## src/core/ppde_pkg.sv

```systemverilog
// Package with register map, field masks and reset values of the pin direction enables
package ppde_pkg;
  localparam int PPDE_DW = 8;
  localparam int PPDE_AW = 16;
  // Printed offsets are consecutive, not spaced by four: they are indices, byte address is four times
  localparam logic [PPDE_AW-1:0] PPDE_IDX_PORTF_OE = 16'h30B5;
  localparam logic [PPDE_AW-1:0] PPDE_IDX_PORTG_OE = 16'h30B6;
  localparam logic [PPDE_AW-1:0] PPDE_IDX_PORTH_OE = 16'h30B7;
  localparam logic [PPDE_AW-1:0] PPDE_IDX_PORTA_IE = 16'h30B8;
  localparam int PPDE_PAW = 18;
  localparam logic [PPDE_PAW-1:0] PPDE_ADDR_PORTF_OE = {PPDE_IDX_PORTF_OE, 2'b00};
  localparam logic [PPDE_PAW-1:0] PPDE_ADDR_PORTG_OE = {PPDE_IDX_PORTG_OE, 2'b00};
  localparam logic [PPDE_PAW-1:0] PPDE_ADDR_PORTH_OE = {PPDE_IDX_PORTH_OE, 2'b00};
  localparam logic [PPDE_PAW-1:0] PPDE_ADDR_PORTA_IE = {PPDE_IDX_PORTA_IE, 2'b00};
  // Masks of implemented bits; others read zero and ignore writes
  localparam logic [PPDE_DW-1:0] PPDE_MASK_PORTF = 8'hFF;
  localparam logic [PPDE_DW-1:0] PPDE_MASK_PORTG = 8'h0F;
  localparam logic [PPDE_DW-1:0] PPDE_MASK_PORTH = 8'hC7;
  localparam logic [PPDE_DW-1:0] PPDE_MASK_PORTA = 8'hEF;
  localparam logic [PPDE_DW-1:0] PPDE_RESET_VAL = 8'h00;
  localparam logic [31:0] PPDE_RDATA_ZERO = 32'h0000_0000;
endpackage : ppde_pkg

```

## src/core/ppde_regs.sv

```systemverilog
// APB register block holding port F/G/H output enables and port A input enables
`timescale 1ns/10ps
`default_nettype none

// Summary of operation
// - Port F eight read/write drive enables
// - Port G bits 3..0 read/write drive enables
// - Port H bits 7,6,2,1,0 drive enables
// - Port A bits 7,6,5,3..0 input enables
// - Unimplemented bits read-only, always read zero
// - Registers at indices 30B5h..30B8h, in order
module ppde_regs
  import ppde_pkg::*;
(
  input wire logic clk,
  input wire logic srst,
  input wire logic psel,
  input wire logic penable,
  input wire logic pwrite,
  input wire logic [PPDE_PAW-1:0] paddr,
  input wire logic [31:0] pwdata,
  input wire logic [3:0] pstrb,
  output logic [31:0] prdata,
  output logic pready,
  output logic pslverr,
  output logic [PPDE_DW-1:0] portf_drive_on,
  output logic [PPDE_DW-1:0] portg_drive_on,
  output logic [PPDE_DW-1:0] porth_drive_on,
  output logic [PPDE_DW-1:0] porta_input_on
);

  // Register state; pad outputs are these flops directly
  logic [PPDE_DW-1:0] portf_q;
  logic [PPDE_DW-1:0] portg_q;
  logic [PPDE_DW-1:0] porth_q;
  logic [PPDE_DW-1:0] porta_q;
  logic [31:0] prdata_q;
  logic pready_q;
  logic pslverr_q;

  // Address decode
  wire sel_f = (paddr == PPDE_ADDR_PORTF_OE);
  wire sel_g = (paddr == PPDE_ADDR_PORTG_OE);
  wire sel_h = (paddr == PPDE_ADDR_PORTH_OE);
  wire sel_a = (paddr == PPDE_ADDR_PORTA_IE);
  wire hit = sel_f | sel_g | sel_h | sel_a;
  // Setup phase seen: answer is registered so pready is high in the first access cycle
  wire setup = psel & ~penable;
  wire acc_done = psel & penable & pready_q;
  wire wr_en = acc_done & pwrite & hit & pstrb[0];
  wire [PPDE_DW-1:0] wbyte = pwdata[PPDE_DW-1:0];

  // Write data masked to implemented bits
  wire [PPDE_DW-1:0] portf_d = wbyte & PPDE_MASK_PORTF;
  wire [PPDE_DW-1:0] portg_d = wbyte & PPDE_MASK_PORTG;
  wire [PPDE_DW-1:0] porth_d = wbyte & PPDE_MASK_PORTH;
  wire [PPDE_DW-1:0] porta_d = wbyte & PPDE_MASK_PORTA;

  // Read mux; reserved bits are zero because the flops never hold them
  wire [PPDE_DW-1:0] rbyte = sel_f ? portf_q :
                             sel_g ? portg_q :
                             sel_h ? porth_q :
                             sel_a ? porta_q : PPDE_RESET_VAL;
  wire [31:0] rdata_d = {24'h000000, rbyte};

  // Enable registers: whole byte loads in one access edge
  always_ff @(posedge clk) begin
    if (srst) begin
      portf_q <= PPDE_RESET_VAL;
      portg_q <= PPDE_RESET_VAL;
      porth_q <= PPDE_RESET_VAL;
      porta_q <= PPDE_RESET_VAL;
    end else if (wr_en) begin
      if (sel_f) portf_q <= portf_d;
      if (sel_g) portg_q <= portg_d;
      if (sel_h) porth_q <= porth_d;
      if (sel_a) porta_q <= porta_d;
    end
  end

  // APB answer: no wait state, error on unmapped address
  always_ff @(posedge clk) begin
    if (srst) begin
      pready_q <= 1'b0;
      pslverr_q <= 1'b0;
      prdata_q <= PPDE_RDATA_ZERO;
    end else begin
      pready_q <= setup;
      pslverr_q <= setup & ~hit;
      prdata_q <= (setup & ~pwrite) ? rdata_d : PPDE_RDATA_ZERO;
    end
  end

  assign prdata = prdata_q;
  assign pready = pready_q;
  assign pslverr = pslverr_q;
  assign portf_drive_on = portf_q;
  assign portg_drive_on = portg_q;
  assign porth_drive_on = porth_q;
  assign porta_input_on = porta_q;

  // Checks
  property p_f_write;
    @(posedge clk) disable iff (srst)
      (wr_en && sel_f) |=> (portf_drive_on == ($past(pwdata[PPDE_DW-1:0]) & PPDE_MASK_PORTF));
  endproperty
  a_f_write: assert property (p_f_write) else $error("port F enable not loaded");

  property p_g_write;
    @(posedge clk) disable iff (srst)
      (wr_en && sel_g) |=> (portg_drive_on == ($past(pwdata[PPDE_DW-1:0]) & PPDE_MASK_PORTG));
  endproperty
  a_g_write: assert property (p_g_write) else $error("port G enable wrong");

  property p_h_write;
    @(posedge clk) disable iff (srst)
      (wr_en && sel_h) |=> (porth_drive_on == ($past(pwdata[PPDE_DW-1:0]) & PPDE_MASK_PORTH));
  endproperty
  a_h_write: assert property (p_h_write) else $error("port H enable wrong");

  property p_a_write;
    @(posedge clk) disable iff (srst)
      (wr_en && sel_a) |=> (porta_input_on == ($past(pwdata[PPDE_DW-1:0]) & PPDE_MASK_PORTA));
  endproperty
  a_a_write: assert property (p_a_write) else $error("port A enable wrong");

  property p_reserved_zero;
    @(posedge clk) disable iff (srst)
      (portg_drive_on[7:4] == 4'h0) && (porth_drive_on[5:3] == 3'h0) && !porta_input_on[4];
  endproperty
  a_reserved_zero: assert property (p_reserved_zero) else $error("reserved bit set");

  property p_read_back;
    @(posedge clk) disable iff (srst)
      (setup && !pwrite && paddr == PPDE_ADDR_PORTH_OE) |=> (prdata[7:0] == porth_drive_on);
  endproperty
  a_read_back: assert property (p_read_back) else $error("port H readback wrong");

  property p_unmapped;
    @(posedge clk) disable iff (srst)
      (setup && !hit) |=> (pready && pslverr && prdata == PPDE_RDATA_ZERO);
  endproperty
  a_unmapped: assert property (p_unmapped) else $error("unmapped access not flagged");

  property p_hold;
    @(posedge clk) disable iff (srst)
      !wr_en |=> $stable(portf_drive_on) && $stable(porta_input_on);
  endproperty
  a_hold: assert property (p_hold) else $error("enable changed without write");

  // Reset clears every enable; no disable here so the clear itself is watched
  property p_reset_clear;
    @(posedge clk)
      srst |=> (portf_drive_on == PPDE_RESET_VAL) && (portg_drive_on == PPDE_RESET_VAL) &&
               (porth_drive_on == PPDE_RESET_VAL) && (porta_input_on == PPDE_RESET_VAL);
  endproperty
  a_reset_clear: assert property (p_reset_clear) else $error("enables not cleared");

  // Each register holds unless its own address is written
  property p_f_hold;
    @(posedge clk) disable iff (srst)
      !(wr_en && sel_f) |=> $stable(portf_drive_on);
  endproperty
  a_f_hold: assert property (p_f_hold) else $error("port F enable changed");

  property p_g_hold;
    @(posedge clk) disable iff (srst)
      !(wr_en && sel_g) |=> $stable(portg_drive_on);
  endproperty
  a_g_hold: assert property (p_g_hold) else $error("port G enable changed");

  property p_h_hold;
    @(posedge clk) disable iff (srst)
      !(wr_en && sel_h) |=> $stable(porth_drive_on);
  endproperty
  a_h_hold: assert property (p_h_hold) else $error("port H enable changed");

  property p_a_hold;
    @(posedge clk) disable iff (srst)
      !(wr_en && sel_a) |=> $stable(porta_input_on);
  endproperty
  a_a_hold: assert property (p_a_hold) else $error("port A enable changed");

  // A cleared strobe must leave every enable untouched
  property p_strobe_off;
    @(posedge clk) disable iff (srst)
      (acc_done && pwrite && !pstrb[0]) |=> $stable(portf_drive_on) &&
        $stable(portg_drive_on) && $stable(porth_drive_on) && $stable(porta_input_on);
  endproperty
  a_strobe_off: assert property (p_strobe_off) else $error("write without strobe landed");

  // Writes to a hole in the map land nowhere
  property p_unmapped_write;
    @(posedge clk) disable iff (srst)
      (acc_done && pwrite && !hit) |=> $stable(portf_drive_on) &&
        $stable(portg_drive_on) && $stable(porth_drive_on) && $stable(porta_input_on);
  endproperty
  a_unmapped_write: assert property (p_unmapped_write) else $error("stray write landed");

  // Read back of the other three registers, low lane only
  property p_read_f;
    @(posedge clk) disable iff (srst)
      (setup && !pwrite && sel_f) |=> (prdata[PPDE_DW-1:0] == portf_drive_on);
  endproperty
  a_read_f: assert property (p_read_f) else $error("port F readback wrong");

  property p_read_g;
    @(posedge clk) disable iff (srst)
      (setup && !pwrite && sel_g) |=> (prdata[PPDE_DW-1:0] == portg_drive_on);
  endproperty
  a_read_g: assert property (p_read_g) else $error("port G readback wrong");

  property p_read_a;
    @(posedge clk) disable iff (srst)
      (setup && !pwrite && sel_a) |=> (prdata[PPDE_DW-1:0] == porta_input_on);
  endproperty
  a_read_a: assert property (p_read_a) else $error("port A readback wrong");

  // Upper lanes carry nothing, so software never sees stale bits there
  property p_upper_zero;
    @(posedge clk) disable iff (srst)
      pready |-> (prdata[31:PPDE_DW] == '0);
  endproperty
  a_upper_zero: assert property (p_upper_zero) else $error("upper read lanes not zero");

  // Writes return no data
  property p_write_rdata;
    @(posedge clk) disable iff (srst)
      (setup && pwrite) |=> (prdata == PPDE_RDATA_ZERO);
  endproperty
  a_write_rdata: assert property (p_write_rdata) else $error("read data on a write");

  // Handshake shape: one wait-free access, pready a single-cycle pulse
  property p_setup_ready;
    @(posedge clk) disable iff (srst)
      setup |=> pready;
  endproperty
  a_setup_ready: assert property (p_setup_ready) else $error("no answer after setup");

  property p_ready_pulse;
    @(posedge clk) disable iff (srst)
      pready |=> !pready;
  endproperty
  a_ready_pulse: assert property (p_ready_pulse) else $error("ready held too long");

  property p_ready_only_after_setup;
    @(posedge clk) disable iff (srst)
      !setup |=> !pready;
  endproperty
  a_ready_only_after_setup: assert property (p_ready_only_after_setup) else $error("spurious ready");

  // Error is only ever shown alongside the answer, and never for a mapped register
  property p_err_with_ready;
    @(posedge clk) disable iff (srst)
      pslverr |-> pready;
  endproperty
  a_err_with_ready: assert property (p_err_with_ready) else $error("error without ready");

  property p_mapped_ok;
    @(posedge clk) disable iff (srst)
      (setup && hit) |=> !pslverr;
  endproperty
  a_mapped_ok: assert property (p_mapped_ok) else $error("error on mapped register");

  // Per-bit view of port F: each pin's enable follows only its own data bit
  for (genvar b = 0; b < PPDE_DW; b++) begin : g_portf_bit
    property p_f_bit;
      @(posedge clk) disable iff (srst)
        (wr_en && sel_f) |=> (portf_drive_on[b] == $past(pwdata[b]));
    endproperty
    a_f_bit: assert property (p_f_bit) else $error("port F enable bit not loaded");
  end

  // Main scenarios worth seeing at least once
  c_write_f: cover property (@(posedge clk) disable iff (srst) wr_en && sel_f);
  c_write_h: cover property (@(posedge clk) disable iff (srst) wr_en && sel_h);
  c_strobe_off: cover property (@(posedge clk) disable iff (srst) acc_done && pwrite && !pstrb[0]);
  c_read_a: cover property (@(posedge clk) disable iff (srst) acc_done && !pwrite && sel_a);
  c_unmapped: cover property (@(posedge clk) disable iff (srst) acc_done && !hit);

endmodule : ppde_regs

`default_nettype wire

```

## config.mk

```make
export PLATFORM = sky130hd
export DESIGN_NAME = ppde_regs
export DESIGN_NICKNAME = d
export VERILOG_FILES = /design/src/core/ppde_pkg.sv /design/src/core/ppde_regs.sv
export SDC_FILE = /design/constraint.sdc
export NUM_CORES = 1
export LEC_CHECK = 0
export ABC_AREA = 1
export BUFFER_PORTS_ARGS = -buffer_cell sky130_fd_sc_hd__buf_4
export CORE_MARGIN = 2
export CORE_UTILIZATION = 38
export DETAILED_ROUTE_END_ITERATION = 12
export HOLD_SLACK_MARGIN = 0.1
export PLACE_DENSITY = 0.77
export SLEW_MARGIN = 0
export SYNTH_ARGS = -nofsm -noshare
export SYNTH_HDL_FRONTEND = slang
export SYNTH_SLANG_ARGS = --single-unit
```

## constraint.sdc

```tcl
create_clock -name clk -period 1 [get_ports clk]
set_input_delay 0.05 -clock clk [delete_from_list [all_inputs] [get_ports clk]]
set_output_delay 0.05 -clock clk [all_outputs]
set_load 0.01 [all_outputs]
```

==> impl_metrics.json, run 1 <==
{
  "grt_pass1_vias": 1671,
  "final_util_pct": 61.79,
  "ys.flop_type": "dfxtp_1",
  "synth_top_cell_area_share_pct": 36.91,
  "hold_ws_ps": 119.2,
  "crit-reg2reg-capture": "portf_drive_on[3]$_SDFFE_PP0P_",
  "antenna_diodes": 0,
  "htree_num_levels": 2,
  "grt_setup_unrepaired": "true",
  "ios": 125,
  "postPlaceCellArea_um2": 2430,
  "finish.instance_area_um2": 2899,
  "netlist.top_cell.by_area": "dfxtp_1",
  "worstSetupPathType": "in -> reg",
  "netlist_instances": 264,
  "vias": 1925,
  "maxCapViolations": 0,
  "yosys_register_bits": 34,
  "globalRouteTotalUtil_pct": 17.80,
  "setup.reg_to_reg.worst_slack_ps": -30,
  "final_min_period_ps": 1036,
  "mappedNetlistArea_um2": 1844,
  "synth_edf_count": 0,
  "worstHoldPathType": "in -> reg",
  "postRouteWirelength_mm": 5.117,
  "failed_checks": "setup timing",
  "setup_viol": 6,
  "grt_pass1_wl_mm": 7.458,
  "postLayoutSetupSlackWorst_ps": -35.86,
  "crit_path_end_kind": "register",
  "ir_worst_vdd_mv": 0.6007,
  "dieArea_um2": 5427,
  "final_min_period_over_clock_period_pct": 103.6,
  "longest_clk_path_bufs": 2,
  "hold_violations": 0,
  "floorplan.die.height_um": 73.67,
  "initial_utilization_pct": 39.31,
  "drive_above_1_share_pct": 41.64,
  "setup_tns_ps": -126.7,
  "detailedRoute.firstPassIterationCount": 4,
  "flow.area_growth_from_synthesis_pct": 57.19,
  "outcome": "finished with violations",
  "cts-root-buf": "clkbuf_8",
  "drc": 0,
  "final-max-slew-violation-count": 0,
  "routed_length_per_placed_instance_um": 12.21,
  "final.setup_skew_ps": 3.298,
  "number_of_antenna_violations_at_the_first_check_in_global_routing": 0,
  "required_ps": 1210,
  "worst_hold_path.num_cells": 3,
  "hold_end": "portf_drive_on[3]$_SDFFE_PP0P_",
  "cp_max_fo": 8,
  "pwr_density_cell_nw_per_um2": 1009,
  "postSynth.asyncResetShare_pct": 0,
  "synth.yosys.seq_area_share_pct": 36.91,
  "yosysWarningCount": 0,
  "max_freq_mhz": 965.4,
  "io_buffer_count": 65,
  "critical_path_arrival_ps": 1240,
  "cts_tree": "yes",
  "post_drt_via_cell_ratio": 4.594,
  "routabilityCongestion": 0.8678,
  "number_of_cell_rows": 25,
  "startpoint_type": "primary input",
  "timing.rr.start": "pready$_SDFF_PP0_",
  "worst_r2r_path_depth": 5,
  "clkSlewWorstSetupHoldPaths_ps": 70,
  "drt-initial-drc-count": 167,
  "yosys-top-cells-count": "54 x nand2_1, 38 x inv_1, 38 x nor2_1, 34 x dfxtp_1, 33 x buf_4",
  "numCtsBuffers": 5,
  "holdCritStartpoint": "srst",
  "synth.lib_cells_used.distinct": 25,
  "design.final.nets": 423,
  "worstSkewPairLatency_ps": 280,
  "overall_die_width_um": 73.67,
  "global_route.overflow_total": 0,
  "dpl.hpwl_mm": 3.554,
  "yosys.cell_count.top_type": "nand2_1",
  "core_um2": 4692,
  "cellLeakagePower_nw": 1.432,
  "cts_sinks": 34,
  "route.antenna.remaining_nets": 0,
  "largest_cells_by_area_after_synthesis": "dfxtp_1 37%, buf_4 13%, nand2_1 11%",
  "maximum_number_of_pins_on_one_net_before_global_route_repair": 17,
  "syn_area_per_cell_um2": 6.986
}
-- per-stage QoR --
| step | power (W) | instances | setup WS (ps) |
|---|---|---|---|
| after floorplan | 0.001610 | 295 | -36.32 |
| after global placement | 0.001661 | 393 | -253.2 |
| after detailed placement | 0.001665 | 393 | -339.9 |
| after CTS | 0.002901 | 413 | -13.83 |
| after global routing | 0.003041 | 419 | -123.0 |
| final | 0.002926 | 419 | -35.86 |
-- routing by layer --
metal  part of all wire, %  global-route usage (%)
met1                    41                   22.45
met2                    51                   30.06
met3                   6.8                   4.801
met5                     0                       0
met4                   1.5                   4.444
-- report_power, final --
group	internal (W)	switching, W	total [W]
clock	0.000746	0.000483	0.00123
sequential	0.00136	0.00000199	0.00136
combinational	0.000155	0.000183	0.000338
-- layout by cell type, fill, tap and decap left out, types with 4 or more instances in the layout --
master	count
a211oi_2	5
a21oi_1	10
a21oi_2	5
buf_4	79
buf_6	8
clkbuf_8	5
conb_1	32
dfxtp_1	33
dlygate4sd3_1	10
inv_1	31
nand2_1	44
nand2_2	9
nand3_1	4
nand4_1	9
nor2_1	26
nor2_2	5
nor2_4	10
o21ai_1	7
-- how the worst max path moves through the flow --
stage,startpoint,endpoint,cells after the start
global route,paddr[9],portf_drive_on[3]$_SDFFE_PP0P_,12
CTS,pready$_SDFF_PP0_,porta_input_on[0]$_SDFFE_PP0P_,5
finish,paddr[9],portf_drive_on[3]$_SDFFE_PP0P_,12
floorplan,paddr[13],portf_drive_on[2]$_SDFFE_PP0P_,10
global placement,paddr[13],prdata[6]$_SDFF_PP0_,10
detailed placement,paddr[17],portf_drive_on[0]$_SDFFE_PP0P_,10
-- state kept, by name (all words and copies together) (netlist names) --
name and count:
pslverr 1, porth_drive_on 5, portg_drive_on 4, prdata 8, porta_input_on 7, pready 1, portf_drive_on 8
-- layout make-up --
class | count | area (um^2)
clock buffer | 7 | 76.32
clock inverter | 1 | 30.03
fill | 407 | 1793
inverter | 40 | 171.4
multi-input combinational | 184 | 1049
sequential | 34 | 681.9
tap | 54 | 67.56
timing repair buffer | 99 | 823.3
-- repair_timing --
item / CTS / global route
buffers inserted: 2 / 6
endpoints found under the setup margin: 26 / 29
hold buffers: 10 / 0
endpoints found under the hold margin: 13 / 0
pin swaps: 1 / 18
resized for setup: 4 / 60
-- critical path, stage by stage --
cell and delay [ps]:
buf_6 80, inv_4 30, nor2_4 90, nand2_2 60, nor2_4 180, nand2_4 100, inv_6 90, nand2_8 70
nor2_8 130, buf_12 130, nor2_2 40, a211oi_2 170
-- logic make-up after synthesis --
group / synth area share (%)
and+or+nand+nor: 28.56
buffers and inverters: 23.00
other: 0.2033
DFF: 36.91
AOI/OAI and AO/OA: 11.33
Power figures use the tool's default switching activity.
==> inputs of run 2 (changes only) <==
--- a/config.mk
+++ b/config.mk
@@ -11,7 +11,7 @@
 export CORE_UTILIZATION = 38
 export DETAILED_ROUTE_END_ITERATION = 12
 export HOLD_SLACK_MARGIN = 0.1
-export PLACE_DENSITY = 0.77
+export PLACE_DENSITY_LB_ADDON = 0.05
 export SLEW_MARGIN = 0
 export SYNTH_ARGS = -nofsm -noshare
 export SYNTH_HDL_FRONTEND = slang
==> run 2 against run 1 <==
The flow still finishes with violations (setup timing). Sequential power hardly changed. Count of clock-buffer cells in the layout unchanged. Sequential cell count stayed put. Cell area is 2.0% lower. Total power shrank 6.2%. Critical path type unchanged.
==> impl_metrics.json, run 2 (synthesized netlist as in run 1, its figures left out) <==
{
  "outcome": "finished with violations",
  "failed_checks": "setup timing",
  "detailedRoute.firstPassIterationCount": 4,
  "grt_pass1_vias": 1625,
  "floorplan.die.height_um": 73.67,
  "postLayoutSetupSlackWorst_ps": -19.68,
  "hold_ws_ps": 100.3,
  "antenna_diodes": 0,
  "worstHoldPathType": "in -> reg",
  "setup.reg_to_reg.worst_slack_ps": 0,
  "crit-reg2reg-capture": "porta_input_on[0]$_SDFFE_PP0P_",
  "routabilityCongestion": 0.8801,
  "number_of_antenna_violations_at_the_first_check_in_global_routing": 0,
  "number_of_cell_rows": 25,
  "startpoint_type": "primary input",
  "cpMostUsedCell": "nor2_4",
  "final-max-slew-violation-count": 0,
  "layout_commonest_cell": "buf_4",
  "max_freq_mhz": 980.7,
  "global_route.overflow_total": 0,
  "longest_clk_path_bufs": 2,
  "htree_num_levels": 2,
  "cp_max_fo": 8,
  "design.final.nets": 418,
  "core_um2": 4692,
  "io_buffer_count": 65,
  "drive_above_1_share_pct": 39.72,
  "critPathCapture": "portf_drive_on[6]$_SDFFE_PP0P_",
  "flow.area_growth_from_synthesis_pct": 54.00,
  "maximum_number_of_pins_on_one_net_before_global_route_repair": 17,
  "worstSkewPairLatency_ps": 290,
  "postRouteWirelength_mm": 4.935,
  "critical_path_arrival_ps": 1220,
  "ir_worst_vdd_mv": 0.9175,
  "met3RoutedLength_um": 312,
  "cts_sinks": 34,
  "route.antenna.remaining_nets": 0,
  "dpl.hpwl_mm": 3.607,
  "startpoint": "paddr[8]",
  "initial_utilization_pct": 39.31,
  "globalRouteTotalUtil_pct": 18.21,
  "cellLeakagePower_nw": 1.385,
  "stages_on_the_worst_setup_path": 10,
  "met2WireLength_mm": 2.399,
  "cts_tree": "yes",
  "critPathSlowestCell": "nor2_8",
  "routedLengthMet1_mm": 2.169,
  "grt_pass1_wl_mm": 7.493,
  "final_util_pct": 60.53,
  "most-common-layout-cells": "79 x buf_4, 45 x nand2_1, 33 x dfxtp_1, 32 x inv_1, 32 x conb_1",
  "cpLargestDelayFamily": "simple AND/OR/NAND/NOR gates",
  "critical_path.max_stage_delay_ps": 230,
  "crit_path_end_kind": "register",
  "overall_die_width_um": 73.67,
  "worst_r2r_path_depth": 5,
  "final_min_period_ps": 1020,
  "vias": 1832,
  "dieArea_um2": 5427,
  "grt_setup_unrepaired": "true",
  "numCtsBuffers": 5,
  "path_cells": "buf_4, nor2_4, nand2_2, nor2_4, nand2_4, inv_8, nand2_8, nor2_8, nor2_1, a211oi_1",
  "ios": 125,
  "num-fill-cells": 462,
  "final.setup_skew_ps": 4.987,
  "drc": 0,
  "post_drt_via_cell_ratio": 4.425,
  "routed_length_per_placed_instance_um": 11.92,
  "cts-root-buf": "clkbuf_8",
  "critical_path_buf_inv_count": 2,
  "maxCapViolations": 0,
  "clkSlewWorstSetupHoldPaths_ps": 70,
  "multi_input_area_um2": 1065,
  "hold_violations": 0,
  "drt-initial-drc-count": 95,
  "final_min_period_over_clock_period_pct": 102.0,
  "required_ps": 1210,
  "register_area_um2": 684.4,
  "timing.rr.start": "pready$_SDFF_PP0_",
  "setup_viol": 4,
  "dr.max_layer_used": "met4",
  "pwr_density_cell_nw_per_um2": 966.3,
  "worstSetupPathType": "in -> reg"
}
[run 2: where the power goes]
group	switching (W)	internal [W]
clock network	0.000500	0.000555
logic	0.000180	0.000150
registers	0.00000301	0.00136
total	0.000683	0.00206
[run 2: what timing repair did]
action | in CTS | in global routing
endpoints found under the hold margin | 8 | 0
gates resized for setup | 11 | 51
hold buffers | 7 | 0
setup buffers | 0 | 3
pin swaps | 4 | 16
setup endpoints to repair | 23 | 31
cloned | 1 | 0
[run 2: worst min-delay path by stage]
stage / startpoint / to / slack, ps / depth (start not counted)
2_1_floorplan: pwdata[4] / portf_drive_on[4]$_SDFFE_PP0P_ / 190 / 2
3_3_place_gp: pwdata[5] / porta_input_on[5]$_SDFFE_PP0P_ / 310 / 3
3_5_place_dp: pwdata[4] / portf_drive_on[4]$_SDFFE_PP0P_ / 320 / 3
4_1_cts: srst / portf_drive_on[1]$_SDFFE_PP0P_ / 110 / 3
5_1_grt: srst / portf_drive_on[2]$_SDFFE_PP0P_ / 130 / 3
6_report: pwdata[2] / porta_input_on[2]$_SDFFE_PP0P_ / 100 / 3
[run 2: worst reg2reg max path: cells and delay by family, from the launching register on]
family	cells	cell delay, ps
buf+inv	2	250
compound gates	1	50
simple gates	2	210
flops	1	380
[run 2: metal layers]
layer / up-vias / track usage [%]
met2: 61 / 30.06
li1: 957 / -
met3: 7 / 3.841
met1: 807 / 23.84
met5: - / 0
met4: 0 / 5.455
[run 2: area by class of cell]
| class | instances | area share, % |
|---|---|---|
| flip-flops and latches | 34 | 24.10 |
| clock inverters | 1 | 0.1762 |
| well taps | 54 | 2.379 |
| clock buffers | 7 | 3.040 |
| multi-input cells | 185 | 37.49 |
| repair buffers | 93 | 26.74 |
| inverters | 40 | 6.079 |
[run 2: stage by stage]
step / total power (W) / setup slack (ps) / instance area [um^2] / std cells / setup TNS [ps]
2_1_floorplan: 0.001610 / -36.32 / 2021 / 295 / -158.3
3_3_place_gp: 0.001672 / -280.1 / 2465 / 396 / -7517
3_5_place_dp: 0.001672 / -287.4 / 2465 / 396 / -7409
4_1_cts: 0.002741 / -17.52 / 2679 / 412 / -20.00
5_1_grt: 0.002851 / -108.7 / 2840 / 414 / -1428
6_report: 0.002744 / -19.68 / 2840 / 414 / -51.18
